`src/rtl/cisu_pkg.sv`:
```
package cisu_pkg;

  // ==========================================================
  // bus geometry and register byte addresses
  localparam int unsigned ADDR_W = 32;
  localparam int unsigned DATA_W = 32;
  localparam int unsigned MB_NUM = 8;
  localparam logic [31:0] MODE_ADDR = 32'h4001_0000;
  localparam logic [31:0] IRQ_SET_ADDR = 32'h4001_0004;
  localparam logic [31:0] IRQ_CLR_ADDR = 32'h4001_0008;
  localparam logic [31:0] IRQ_MASK_ADDR = 32'h4001_000C;
  localparam logic [31:0] STATUS_ADDR = 32'h4001_0010;
  localparam logic [31:0] ERR_CNT_ADDR = 32'h4001_0020;
  localparam logic [31:0] MB_BASE_ADDR = 32'h4001_0200;
  localparam logic [31:0] MB_STRIDE = 32'h0000_0020;
  localparam logic [31:0] MB_STAT_OFS = 32'h0000_0010;

  // ==========================================================
  // mode register fields
  localparam int unsigned MODE_ENABLE_BIT = 0;
  localparam int unsigned MODE_LPM_BIT = 1;
  localparam int unsigned MODE_NO_RETRY_BIT = 7;
  localparam logic [7:0] MODE_RESET = 8'h00;

  // ==========================================================
  // shared layout of enable, disable, mask and status
  localparam int unsigned ST_MB_LSB = 0;
  localparam int unsigned ST_ERR_ACTIVE = 16;
  localparam int unsigned ST_WARNING = 17;
  localparam int unsigned ST_ERR_PASSIVE = 18;
  localparam int unsigned ST_BUS_OFF = 19;
  localparam int unsigned ST_SLEEP = 20;
  localparam int unsigned ST_WAKEUP = 21;
  localparam int unsigned ST_TIMER_OVF = 22;
  localparam int unsigned ST_TIMESTAMP = 23;
  localparam int unsigned ST_PROTO_LSB = 24;
  localparam int unsigned ST_RX_BUSY = 29;
  localparam int unsigned ST_TX_BUSY = 30;
  localparam int unsigned ST_OVL_BUSY = 31;
  localparam logic [31:0] IRQ_VALID_BITS = 32'h1FFF_00FF;
  localparam logic [31:0] MASK_RESET = 32'h0000_0000;

  // ==========================================================
  // mailbox status fields and error thresholds
  localparam int unsigned MB_READY_BIT = 23;
  localparam int unsigned MB_ABORT_BIT = 22;
  localparam int unsigned MB_PENDING_BIT = 0;
  localparam logic [8:0] WARN_LIMIT = 9'h060;
  localparam logic [8:0] PASSIVE_LIMIT = 9'h080;
  localparam logic [8:0] BUS_OFF_LIMIT = 9'h100;
  localparam int unsigned ECR_TEC_LSB = 16;

  // ==========================================================
  // carriers
  typedef struct packed {
    logic [MB_NUM-1:0] tx_req;
    logic [MB_NUM-1:0] tx_ok;
    logic [MB_NUM-1:0] arb_lost;
  } cisu_mb_evt_t;

  typedef struct packed {
    logic bit_err;
    logic form_err;
    logic ack_err;
    logic stuff_err;
    logic crc_err;
  } cisu_proto_err_t;

  typedef struct packed {
    logic ovl_busy;
    logic tx_busy;
    logic rx_busy;
  } cisu_busy_t;

  typedef enum logic [2:0] {
    PW_ACTIVE = 3'b001,
    PW_SLEEP = 3'b010,
    PW_RESYNC = 3'b100
  } cisu_pw_t;

endpackage

```
`src/rtl/cisu_irq_status.sv`:
```
// Summary of operation
// - arbitration loss keeps request pending by default
// - no-retry setting aborts request, raises abort, ready
// - enable-set writes of one set mask bits
// - common bit layout for all four registers
// - enable-clear writes of one clear mask bits
// - mask view returns accumulated enabled sources
// - mailbox event bit is ready or abort
// - error active when neither passive nor off
// - warning at either counter ninety-six or more
// - error passive at either counter 128+
// - bus off when transmit counter 256+
// - error state flags sticky, cleared by read
// - sleep flag follows low-power mode
// - wakeup flag follows not-low-power mode
// - wakeup resynchronises before traffic resumes
// - event and protocol flags clear on read
// - receiver busy follows reception activity
//
// Design decision made here: the Wishbone interface to the registers.
module cisu_irq_status #(
  parameter int unsigned MB_N = cisu_pkg::MB_NUM
) (
  input wire logic clk_i,
  input wire logic rst_i,
  input wire logic ce_i,
  // wishbone classic slave
  input wire logic wb_cyc_i,
  input wire logic wb_stb_i,
  input wire logic wb_we_i,
  input wire logic [cisu_pkg::ADDR_W-1:0] wb_adr_i,
  input wire logic [cisu_pkg::DATA_W-1:0] wb_dat_i,
  input wire logic [3:0] wb_sel_i,
  output logic [cisu_pkg::DATA_W-1:0] wb_dat_o,
  output logic wb_ack_o,
  // protocol engine side, same clock
  input wire cisu_pkg::cisu_mb_evt_t mb_evt_i,
  input wire cisu_pkg::cisu_proto_err_t proto_err_i,
  input wire cisu_pkg::cisu_busy_t busy_i,
  input wire logic [8:0] transmit_error_count_i,
  input wire logic [7:0] receive_error_count_i,
  input wire logic timer_ovf_i,
  input wire logic timestamp_i,
  input wire logic bus_idle_i,
  input wire logic tx_idle_i,
  // bus receive pin, asynchronous
  input wire logic can_rx_i,
  // outputs
  output logic [MB_N-1:0] tx_pending_o,
  output logic comm_enable_o,
  output logic irq_o
);

  // ==========================================================
  // bus decode
  logic bus_req;
  logic wr_stb;
  logic rd_stb;
  logic [31:0] wdata_be;
  logic ack_r;
  logic [31:0] rdata_r;

  // a request is taken at the first edge; a write lands at the edge that shows ack,
  // so a classic master sees its effect exactly where it samples the answer
  assign bus_req = ce_i & wb_cyc_i & wb_stb_i & ~ack_r;
  assign wr_stb = ce_i & wb_cyc_i & wb_stb_i & wb_we_i & ack_r;
  assign rd_stb = bus_req & ~wb_we_i;

  // byte enables gate the written ones
  always_comb begin
    wdata_be = '0;
    for (int b = 0; b < 4; b++) begin
      if (wb_sel_i[b]) begin
        wdata_be[b*8 +: 8] = wb_dat_i[b*8 +: 8];
      end
    end
  end

  logic hit_mode;
  logic hit_set;
  logic hit_clr;
  logic hit_status;
  assign hit_mode = (wb_adr_i == cisu_pkg::MODE_ADDR);
  assign hit_set = (wb_adr_i == cisu_pkg::IRQ_SET_ADDR);
  assign hit_clr = (wb_adr_i == cisu_pkg::IRQ_CLR_ADDR);
  assign hit_status = (wb_adr_i == cisu_pkg::STATUS_ADDR);

  // ==========================================================
  // mode register
  logic [7:0] mode_r;
  logic lpm_clear;
  logic no_retry_on_loss;
  assign no_retry_on_loss = mode_r[cisu_pkg::MODE_NO_RETRY_BIT];

  // software write; a wakeup drops the low-power request
  always_ff @(posedge clk_i) begin
    if (rst_i) begin
      mode_r <= cisu_pkg::MODE_RESET;
    end else if (ce_i) begin
      if (wr_stb && hit_mode) begin
        mode_r <= wdata_be[7:0];
      end else if (lpm_clear) begin
        mode_r[cisu_pkg::MODE_LPM_BIT] <= 1'b0;
      end
    end
  end

  // ==========================================================
  // interrupt mask
  logic [31:0] mask_r;

  // set and clear sit at separate addresses, so one write never does both;
  // bits outside the shared layout never stick
  always_ff @(posedge clk_i) begin
    if (rst_i) begin
      mask_r <= cisu_pkg::MASK_RESET;
    end else if (ce_i) begin
      if (wr_stb && hit_clr) begin
        mask_r <= mask_r & ~(wdata_be & cisu_pkg::IRQ_VALID_BITS);
      end else if (wr_stb && hit_set) begin
        mask_r <= mask_r | (wdata_be & cisu_pkg::IRQ_VALID_BITS);
      end
    end
  end

  // ==========================================================
  // mailbox transfer state
  logic [MB_N-1:0] pend_r;
  logic [MB_N-1:0] ready_r;
  logic [MB_N-1:0] abort_r;

  genvar m;
  generate
    for (m = 0; m < MB_N; m++) begin : g_mb
      // pending request, cleared by success or a no-retry loss
      always_ff @(posedge clk_i) begin
        if (rst_i) begin
          pend_r[m] <= 1'b0;
        end else if (ce_i) begin
          if (mb_evt_i.tx_req[m]) begin
            pend_r[m] <= 1'b1;
          end else if (mb_evt_i.tx_ok[m]) begin
            pend_r[m] <= 1'b0;
          end else if (mb_evt_i.arb_lost[m]) begin
            pend_r[m] <= ~no_retry_on_loss & pend_r[m];
          end
        end
      end

      // ready and abort flags; a new request clears them and outranks
      // the outcome of the one before, as the pending flag does
      always_ff @(posedge clk_i) begin
        if (rst_i) begin
          ready_r[m] <= 1'b0;
          abort_r[m] <= 1'b0;
        end else if (ce_i) begin
          if (mb_evt_i.tx_req[m]) begin
            ready_r[m] <= 1'b0;
            abort_r[m] <= 1'b0;
          end else if (mb_evt_i.tx_ok[m]) begin
            ready_r[m] <= 1'b1;
          end else if (mb_evt_i.arb_lost[m] && no_retry_on_loss && pend_r[m]) begin
            ready_r[m] <= 1'b1;
            abort_r[m] <= 1'b1;
          end
        end
      end
    end
  endgenerate

  // ==========================================================
  // receive pin synchroniser, three stages
  // reset fills the chain with the recessive level, so no false wake follows reset
  logic [2:0] rx_sync_r;
  logic rx_dominant;

  always_ff @(posedge clk_i) begin
    if (rst_i) begin
      rx_sync_r <= 3'h7;
    end else if (ce_i) begin
      rx_sync_r <= {rx_sync_r[1:0], can_rx_i};
    end
  end

  // the first stage may be metastable; only the second stage reads it
  // second and third stage agree on a dominant level
  assign rx_dominant = ~rx_sync_r[1] & ~rx_sync_r[2];

  // ==========================================================
  // low-power state machine
  cisu_pkg::cisu_pw_t pw_r;
  cisu_pkg::cisu_pw_t pw_nxt;
  logic lpm_req;
  assign lpm_req = mode_r[cisu_pkg::MODE_LPM_BIT];

  // sleep after pending work, wake on request drop or bus activity
  // a dominant level while asleep is the wake event; resync waits for an idle bus
  always_comb begin
    pw_nxt = pw_r;
    lpm_clear = 1'b0;
    case (pw_r)
      cisu_pkg::PW_ACTIVE: begin
        if (lpm_req && ~|pend_r && tx_idle_i) begin
          pw_nxt = cisu_pkg::PW_SLEEP;
        end
      end
      cisu_pkg::PW_SLEEP: begin
        if (rx_dominant) begin
          lpm_clear = 1'b1;
          pw_nxt = cisu_pkg::PW_RESYNC;
        end else if (!lpm_req) begin
          pw_nxt = cisu_pkg::PW_RESYNC;
        end
      end
      cisu_pkg::PW_RESYNC: begin
        if (bus_idle_i) begin
          pw_nxt = cisu_pkg::PW_ACTIVE;
        end
      end
      default: begin
        pw_nxt = cisu_pkg::PW_ACTIVE;
      end
    endcase
  end

  always_ff @(posedge clk_i) begin
    if (rst_i) begin
      pw_r <= cisu_pkg::PW_ACTIVE;
    end else if (ce_i) begin
      pw_r <= pw_nxt;
    end
  end

  // ==========================================================
  // error state derived from the counters
  // bus off implies passive, so error active drops in both
  logic st_passive;
  logic st_bus_off;
  logic st_warning;
  logic st_active;
  assign st_bus_off = (transmit_error_count_i >= cisu_pkg::BUS_OFF_LIMIT);
  assign st_passive = (transmit_error_count_i >= cisu_pkg::PASSIVE_LIMIT) |
                      ({1'b0, receive_error_count_i} >= cisu_pkg::PASSIVE_LIMIT);
  assign st_warning = (transmit_error_count_i >= cisu_pkg::WARN_LIMIT) |
                      ({1'b0, receive_error_count_i} >= cisu_pkg::WARN_LIMIT);
  assign st_active = ~st_passive & ~st_bus_off;

  // ==========================================================
  // sticky flags, bits 16..19 and 22..28
  logic [31:0] sticky_set;
  logic [31:0] sticky_clr;
  logic [31:0] sticky_r;

  always_comb begin
    sticky_set = '0;
    sticky_set[cisu_pkg::ST_ERR_ACTIVE] = st_active;
    sticky_set[cisu_pkg::ST_WARNING] = st_warning;
    sticky_set[cisu_pkg::ST_ERR_PASSIVE] = st_passive;
    sticky_set[cisu_pkg::ST_BUS_OFF] = st_bus_off;
    sticky_set[cisu_pkg::ST_TIMER_OVF] = timer_ovf_i;
    sticky_set[cisu_pkg::ST_TIMESTAMP] = timestamp_i;
    sticky_set[cisu_pkg::ST_PROTO_LSB +: 5] = proto_err_i;
  end

  // a status read clears all; a written one clears that bit
  always_comb begin
    sticky_clr = '0;
    if (rd_stb && hit_status) begin
      sticky_clr = '1;
    end else if (wr_stb && hit_status) begin
      sticky_clr = wdata_be;
    end
  end

  // a set in the clearing cycle survives
  // read data is captured from the old value at the clearing edge,
  // so no event falls between sampling and clearing
  always_ff @(posedge clk_i) begin
    if (rst_i) begin
      sticky_r <= '0;
    end else if (ce_i) begin
      sticky_r <= (sticky_r & ~sticky_clr) | sticky_set;
    end
  end

  // ==========================================================
  // status word
  logic [31:0] status;

  always_comb begin
    status = '0;
    status[cisu_pkg::ST_MB_LSB +: 8] = 8'h00;
    status[cisu_pkg::ST_MB_LSB +: MB_N] = ready_r | abort_r;
    status[cisu_pkg::ST_ERR_ACTIVE] = sticky_r[cisu_pkg::ST_ERR_ACTIVE];
    status[cisu_pkg::ST_WARNING] = sticky_r[cisu_pkg::ST_WARNING];
    status[cisu_pkg::ST_ERR_PASSIVE] = sticky_r[cisu_pkg::ST_ERR_PASSIVE];
    status[cisu_pkg::ST_BUS_OFF] = sticky_r[cisu_pkg::ST_BUS_OFF];
    status[cisu_pkg::ST_SLEEP] = (pw_r == cisu_pkg::PW_SLEEP);
    status[cisu_pkg::ST_WAKEUP] = (pw_r != cisu_pkg::PW_SLEEP);
    status[cisu_pkg::ST_TIMER_OVF] = sticky_r[cisu_pkg::ST_TIMER_OVF];
    status[cisu_pkg::ST_TIMESTAMP] = sticky_r[cisu_pkg::ST_TIMESTAMP];
    status[cisu_pkg::ST_PROTO_LSB +: 5] = sticky_r[cisu_pkg::ST_PROTO_LSB +: 5];
    status[cisu_pkg::ST_RX_BUSY] = busy_i.rx_busy;
    status[cisu_pkg::ST_TX_BUSY] = busy_i.tx_busy;
    status[cisu_pkg::ST_OVL_BUSY] = busy_i.ovl_busy;
  end

  // ==========================================================
  // read multiplexer, including per-mailbox status words
  logic [31:0] rd_mux;
  logic [31:0] mb_ofs;

  always_comb begin
    rd_mux = '0;
    mb_ofs = wb_adr_i - cisu_pkg::MB_BASE_ADDR;
    if (hit_mode) begin
      rd_mux[7:0] = mode_r;
    end else if (wb_adr_i == cisu_pkg::IRQ_MASK_ADDR) begin
      rd_mux = mask_r;
    end else if (hit_status) begin
      rd_mux = status;
    end else if (wb_adr_i == cisu_pkg::ERR_CNT_ADDR) begin
      rd_mux[7:0] = receive_error_count_i;
      rd_mux[cisu_pkg::ECR_TEC_LSB +: 9] = transmit_error_count_i;
    end else begin
      for (int k = 0; k < MB_N; k++) begin
        if (mb_ofs == (32'(k) * cisu_pkg::MB_STRIDE + cisu_pkg::MB_STAT_OFS)) begin
          rd_mux[cisu_pkg::MB_READY_BIT] = ready_r[k];
          rd_mux[cisu_pkg::MB_ABORT_BIT] = abort_r[k];
          rd_mux[cisu_pkg::MB_PENDING_BIT] = pend_r[k];
        end
      end
    end
  end

  // one-cycle ack; unmapped reads return zero
  always_ff @(posedge clk_i) begin
    if (rst_i) begin
      ack_r <= 1'b0;
      rdata_r <= '0;
    end else if (ce_i) begin
      ack_r <= bus_req;
      if (rd_stb) begin
        rdata_r <= rd_mux;
      end
    end
  end

  assign wb_ack_o = ack_r;
  assign wb_dat_o = rdata_r;

  // ==========================================================
  // registered outputs
  // live bits such as sleep or wakeup raise the line while they stand unmasked; the busy bits can never raise it
  logic irq_r;
  logic comm_en_r;

  always_ff @(posedge clk_i) begin
    if (rst_i) begin
      irq_r <= 1'b0;
      comm_en_r <= 1'b0;
    end else if (ce_i) begin
      irq_r <= |(status & mask_r & cisu_pkg::IRQ_VALID_BITS);
      comm_en_r <= mode_r[cisu_pkg::MODE_ENABLE_BIT] & (pw_r == cisu_pkg::PW_ACTIVE);
    end
  end

  assign irq_o = irq_r;
  assign comm_enable_o = comm_en_r;
  assign tx_pending_o = pend_r;

endmodule

```
`config.mk`:
```
export PLATFORM = sky130hd
export DESIGN_NAME = cisu_irq_status
export DESIGN_NICKNAME = d
export VERILOG_FILES = /design/src/rtl/cisu_pkg.sv /design/src/rtl/cisu_irq_status.sv
export SDC_FILE = /design/constraint.sdc
export NUM_CORES = 1
export LEC_CHECK = 0
export ABC_AREA = 0
export BUFFER_PORTS_ARGS = -buffer_cell sky130_fd_sc_hd__buf_4
export CORE_ASPECT_RATIO = 1.4
export CORE_MARGIN = 5
export CORE_UTILIZATION = 50
export DETAILED_ROUTE_END_ITERATION = 10
export GPL_ROUTABILITY_DRIVEN = 0
export PLACE_DENSITY = 0.81
export SLEW_MARGIN = 20
export SYNTH_ARGS = -nofsm -noshare
export SYNTH_HDL_FRONTEND = slang
export SYNTH_SLANG_ARGS = --single-unit
```
`constraint.sdc`:
```
create_clock -name clk_i -period 3.1 [get_ports clk_i]
set_clock_uncertainty 0.1 [all_clocks]
set_input_delay 0.31 -clock clk_i [delete_from_list [all_inputs] [get_ports clk_i]]
set_output_delay 0.31 -clock clk_i [all_outputs]
set_load 0.01 [all_outputs]
```
==> flow_summary_export.csv, run 1 <==
group,metric,value,unit
global_routing,grt_pass1_wl,25700,um
worst_setup_path,crit_type,"in2reg",
cells_and_area,diodes,0,
worst_setup_path,start_kind,"input pin",
clock_network,root_buffer,"clkbuf_16",
power,power.internal,2.10,mW
clock_network,clock-sinks,97,
cells_and_area,design_area,6580,um2
yosys,synth_top_area_frac,0.381,
yosys,synthMuxAreaShare,0.0608,
timing,tns,0,ps
clock_network,cts_hold_buffers,0,
clock_network,cts.htree.levels,3,
cells_and_area,final_cell_mix,"163 x buf_4, 97 x dfxtp_1, 72 x nor2_1",
yosys,synth-simple-area-share,0.228,
power,power.switching,0.758,mW
cells_and_area,final_common_cell,"buf_4",
yosys,synth_area_leaders,"dfxtp_1 38%, a21oi_1 5.8%, nor2_1 5.3%, nand3_1 4.6%, mux2i_1 4.3%",
global_routing,grt_pass1_vias,5248,
cells_and_area,layout.nets,881,
route,via_per_inst,6.22,
global_routing,grt_overflow,0,
yosys,synth_seq_cells,97,
timing,slew_viol_final,0,
power,p_comb_frac,0.155,
power,p_seq_frac,0.473,
route,vias,5546,
power,p_clk_frac,0.372,
die,die_area,12300,um2
yosys,synthArstFlopShare,0,
global_routing,antenna_found_initial,0,
power,power,2.86,mW
power,switching_share,0.265,
clock_network,cts_resized,0,
cells_and_area,regArea,1940,um2
route,drc,0,
timing,relSlewSlack,0.335,
timing,fin_crit,2740,ps
run_status,status,"completed",
placement,hpwl,12200,um
die,die_h,129,um
power,cellLeakagePower,2.64,nW
worst_setup_path,crit_required,3260,ps
worst_hold_path,min-delay-path-class,"in2reg",
cells_and_area,drive_above_1_share,0.255,
yosys,postSynthAreaPerCell,8.17,um2
yosys,synth_adder_area_share,0.00245,
clock_network,clkTransAtPathRegs,70,ps
timing,hold_ws,62.0,ps
yosys,netlist_instances,624,
yosys,synth_top_area_cell,"dfxtp_1",
cells_and_area,area_growth,29.0,%
yosys,synth_edf_count,0,
die,io-pin-count,171,
cells_and_area,fill_cells,856,
timing,setup_viol,0,
die,initial_core_util,0.512,
worst_setup_path,cp-end-kind,"register",
clock_network,numCtsBuffers,9,
yosys,synth-xor-area-share,0.00515,
timing,rsz0062_at_grt,"false",
job,cap_violations,0,
die,num_rows,43,
global_routing,grt_util_all_layers,0.263,
worst_setup_path,crit_path_max_fanout,8,
route,drt-initial-drc-count,578,
power,ir_worst_vdd,0.000345,V
clock_network,cts_tree,"built",
cells_and_area,final_util,0.661,
yosys,ys_types,57,
yosys,synth_top_family_by_area,"compound AO/OA/AOI/OAI gates",
route,wl_per_cell,18.5,um
placement,io_buffer_count,150,
clock_network,cts_buffer_depth,2,
clock_network,postCtsSetupBuffers,0,
worst_setup_path,crit_arrival,2900,ps
placement,dpl_cell_area,6300,um2
cells_and_area,multi_input_area,2890,um2
die,core,9950,um2
power,powerDensity,434,nW/um2
timing,finalHoldViolCount,0,
timing,fmax,0.365,GHz
yosys,yosys_warnings,0,
yosys,synth_compound_area_frac,0.263,
global_routing,grt_max_degree,99,
yosys,syn_area,5100,um2
timing,fin_crit_sh,0.885,
yosys,ys_seq_area_frac,0.381,
die,fp.dieW,95.4,um
yosys,ys.flop_type,"dfxtp_1",
route,ant_nets,0,
route,dr.pass1.iters,5,
clock_network,insertion_delay,340,ps
route,routed_wl,16500,um
timing,worstMarginPinSlew,997,ps
cell families after synthesis:
| family | count (synthesis) |
|---|---|
| compound gates | 204 |
| xor+xnor | 3 |
| mux | 26 |
| other cells | 1 |
| simple gates | 229 |
| fa+ha+maj | 1 |
| buf+inv | 63 |
| flops | 97 |
synth_stat cells (all sizes together), types with 13 or more instances:
library cell and n:
dfxtp 97, clkbuf 34, a211oi 22, nand3 47
a21oi 59, nand2 39, nor2 72, mux2i 22
o21ai 35, a221oi 16, a22oi 13, nand4 14
a31oi 14, buf 21
metrics by stage:
stage	setup slack, ps	cells
2_1_floorplan	658	631
3_3_place_gp	167	876
3_5_place_dp	73.8	876
4_1_cts	427	891
5_1_grt	309	891
6_report	357	891
path summary, 6_finish.rpt:
| check | startpoint | endpoint | slack (ps) | depth (start not counted) |
|---|---|---|---|---|
| worst min register to register | wb_dat_o[29]$_SDFFE_PP0P_ | wb_dat_o[29]$_SDFFE_PP0P_ | 360 | 2 |
| worst max-delay path | wb_adr_i[17] | mode_r[2]$_SDFFE_PP0P_ | 360 | 8 |
| worst max register to register | wb_ack_o$_SDFFE_PP0P_ | register | 830 | 7 |
| worst min-delay path | mb_evt_i[19] | abort_r[3]$_SDFFE_PP0P_ | 60 | 2 |
cell type report:
class                   count  share of cell area
repair buffers            165               0.192
clock inverters             4             0.00418
inverters                   8             0.00456
clock buffers              11              0.0384
multi-input cells         471               0.440
flip-flops and latches     97               0.295
well taps                 135              0.0257
critical path: stages:
cell	delay, ps
buf_4	140
or4_4	550
or3_1	580
nor4_1	510
buf_4	200
and2_1	310
nand3_1	120
a21oi_1	180
power by group through the flow:
stage | Sequential, mW | Clock, mW | Combinational [mW]
3_3_place_gp | 1.37 | 0 | 0.417
4_1_cts | 1.35 | 1.07 | 0.437
2_1_floorplan | 1.37 | 0 | 0.223
6_report | 1.35 | 1.06 | 0.443
3_5_place_dp | 1.38 | 0 | 0.435
5_1_grt | 1.36 | 1.14 | 0.480
metal layers:
layer / track usage / routed length [um] / up-vias
met5: 0 / 0 / -
li1: - / - / 2609
met3: 0.0383 / 1370 / 41
met2: 0.466 / 8390 / 307
met1: 0.308 / 6220 / 2589
met4: 0.124 / 541 / 0
(Power assumes the default switching activity.)
==> inputs of run 2 (changes only) <==
- BUFFER_PORTS_ARGS: -buffer_cell sky130_fd_sc_hd__buf_4 -> not set
- DONT_BUFFER_PORTS: not set -> 1
- PLACE_DENSITY: 0.81 -> 0.67
==> run 2 against run 1 <==
Wire length decreased by 4.8%; non-clock buffer count decreased by 139; first-iteration DRC count decreased by 35%; combinational power decreased by 42%; sequential power about the same; power decreased by 2.9%; fmax increased by 12%; cell area decreased by 15%; sequential share of layout area increased by 5.1 points; die area unchanged; final cell count decreased by 15%; global-route usage decreased by 1.1 points; critical path type unchanged.
==> flow_summary_export.csv, run 2 (synthesized netlist as in run 1, its figures left out) <==
group,metric,value,unit
run_status,status,"completed",
die,num_rows,43,
worst_setup_path,cpPeakStageDelay,590,ps
cells_and_area,final_common_cell,"dfxtp_1",
worst_setup_path,crit_path_max_fanout,8,
route,routed_wl,15700,um
worst_setup_path,crit_chain,"or4_4 > or3_1 > nor4_1 > buf_4 > and2_1 > nand3_1 > a21oi_1",
route,via_per_inst,6.54,
timing,slew_viol_final,0,
die,die_h,129,um
clock_network,insertion_delay,340,ps
clock_network,root_buffer,"clkbuf_16",
worst_setup_path,crit_slowest_cell,"or3_1",
worst_setup_path,crit_buf_inv,1,
die,fp.dieW,95.4,um
worst_setup_path,crit_required,3260,ps
timing,tns,0,ps
cells_and_area,area_growth,10.1,%
worst_setup_path,crit_arrival,2600,ps
global_routing,grt_overflow,0,
job,cap_violations,0,
placement,dp_slack,350,ps
placement,dpl_cell_area,5150,um2
worst_setup_path,timing.rr.start,"wb_ack_o$_SDFFE_PP0P_",
timing,fin_crit_sh,0.788,
route,wl_per_cell,20.9,um
power,powerDensity,494,nW/um2
placement,place_inst,724,
clock_network,cts_tree,"built",
worst_setup_path,r2r_slack,790,ps
timing,fmax,0.409,GHz
global_routing,antenna_found_initial,0,
cells_and_area,layout.nets,742,
timing,setup_viol,0,
worst_setup_path,crit_type,"in2reg",
placement,io_buffer_count,0,
worst_hold_path,worstHoldStart,"mb_evt_i[20]",
route,drt-initial-drc-count,375,
route,ant_nets,0,
worst_setup_path,cp_top_family,"simple AND/OR/NAND/NOR gates",
worst_setup_path,cp-end-kind,"register",
worst_hold_path,min-delay-path-class,"in2reg",
die,io-pin-count,171,
route,drc,0,
placement,hpwl,11200,um
cells_and_area,drive_above_1_share,0.0712,
global_routing,grt_pass1_vias,4851,
clock_network,cts_buffer_depth,2,
power,cellLeakagePower,1.97,nW
worst_setup_path,start_kind,"input pin",
route,vias,4923,
global_routing,grt_max_degree,89,
timing,relSlewSlack,0.455,
cells_and_area,final_cell_mix,"97 x dfxtp_1, 72 x nor2_1, 59 x a21oi_1",
timing,finalWorstSetupSlack,657,ps
timing,fin_crit,2440,ps
cells_and_area,diodes,0,
clock_network,clkTransAtPathRegs,70,ps
clock_network,cts.htree.levels,3,
die,die_area,12300,um2
die,core,9950,um2
clock_network,clock-sinks,97,
clock_network,numCtsBuffers,9,
timing,rsz0062_at_grt,"false",
die,initial_core_util,0.512,
route,dr.pass1.iters,5,
global_routing,grt_util_all_layers,0.253,
cells_and_area,fill_cells,936,
timing,worstMarginPinSlew,818,ps
worst_hold_path,holdPathEnd,"tx_pending_o[4]$_SDFFE_PP0P_",
cells_and_area,design_area,5610,um2
power,ir_worst_vdd,0.000272,V
timing,finalHoldViolCount,0,
worst_hold_path,worstHoldPathCells,2,
cells_and_area,fin_cells,753,
worst_setup_path,reg2reg_depth,7,
global_routing,grt_pass1_wl,24500,um
## run 2: area by class of cell
type / instances / area (um2) / area share
Multi-Input combinational cell: 471 / 2900 / 0.517
Sequential cell: 97 / 1940 / 0.346
Timing Repair Buffer: 26 / 258 / 0.0459
Clock buffer: 11 / 253 / 0.0450
Tap cell: 135 / 169 / 0.0301
Clock inverter: 5 / 61.3 / 0.0109
Inverter: 8 / 30.0 / 0.00535
## run 2: worst register-to-register path, cell delays in order (launching register included)
cell and delay [ps]:
dfxtp_1 470, nand2_1 110, or4b_2 690, nor4_4 140
buf_4 300, nand3_1 150, mux2i_1 180, nor2_1 50
## run 2: layer usage
| layer | vias up | global-route usage | wire length [um] |
|---|---|---|---|
| met2 | 247 | 0.441 | 7920 |
| met4 | 0 | 0.110 | 493 |
| met3 | 40 | 0.0575 | 1620 |
| li1 | 2331 | - | - |
| met1 | 2305 | 0.292 | 5700 |
| met5 | - | 0 | 0 |
## run 2: worst max-delay path by stage
stage,from,endpoint,slack [ps],cells past startpoint
final,wb_adr_i[17],mode_r[2]$_SDFFE_PP0P_,660,7
after CTS,wb_adr_i[17],mode_r[4]$_SDFFE_PP0P_,700,7
after global placement,wb_adr_i[17],mode_r[1]$_SDFFE_PP0P_,370,7
after global routing,wb_adr_i[17],mode_r[2]$_SDFFE_PP0P_,600,7
after floorplan,wb_adr_i[17],sticky_r[22]$_SDFFE_PP0P_,660,8
after detailed placement,wb_adr_i[17],mode_r[4]$_SDFFE_PP0P_,350,7
## run 2: metrics by stage
stage / utilization / hold slack, ps / power, mW
after floorplan: - / 309 / 1.59
after global placement: 0.518 / 288 / 1.59
after detailed placement: 0.518 / 290 / 1.60
after CTS: 0.564 / 0.925 / 2.80
after global routing: 0.564 / 7.52 / 2.89
final: 0.564 / 12.4 / 2.77
## run 2: what timing repair did
item / CTS / global route
endpoints found under the hold margin: 88 / 0
resized for setup: 0 / 0
buffers inserted: 0 / 0
hold buffers: 13 / 0
## run 2: report_power, final
group / total, mW / internal (mW) / switching (mW) / leakage (nW)
sequential: 1.36 / 1.30 / 0.0638 / 0.789
combinational: 0.255 / 0.119 / 0.136 / 1.03
clock: 1.16 / 0.676 / 0.481 / 0.157
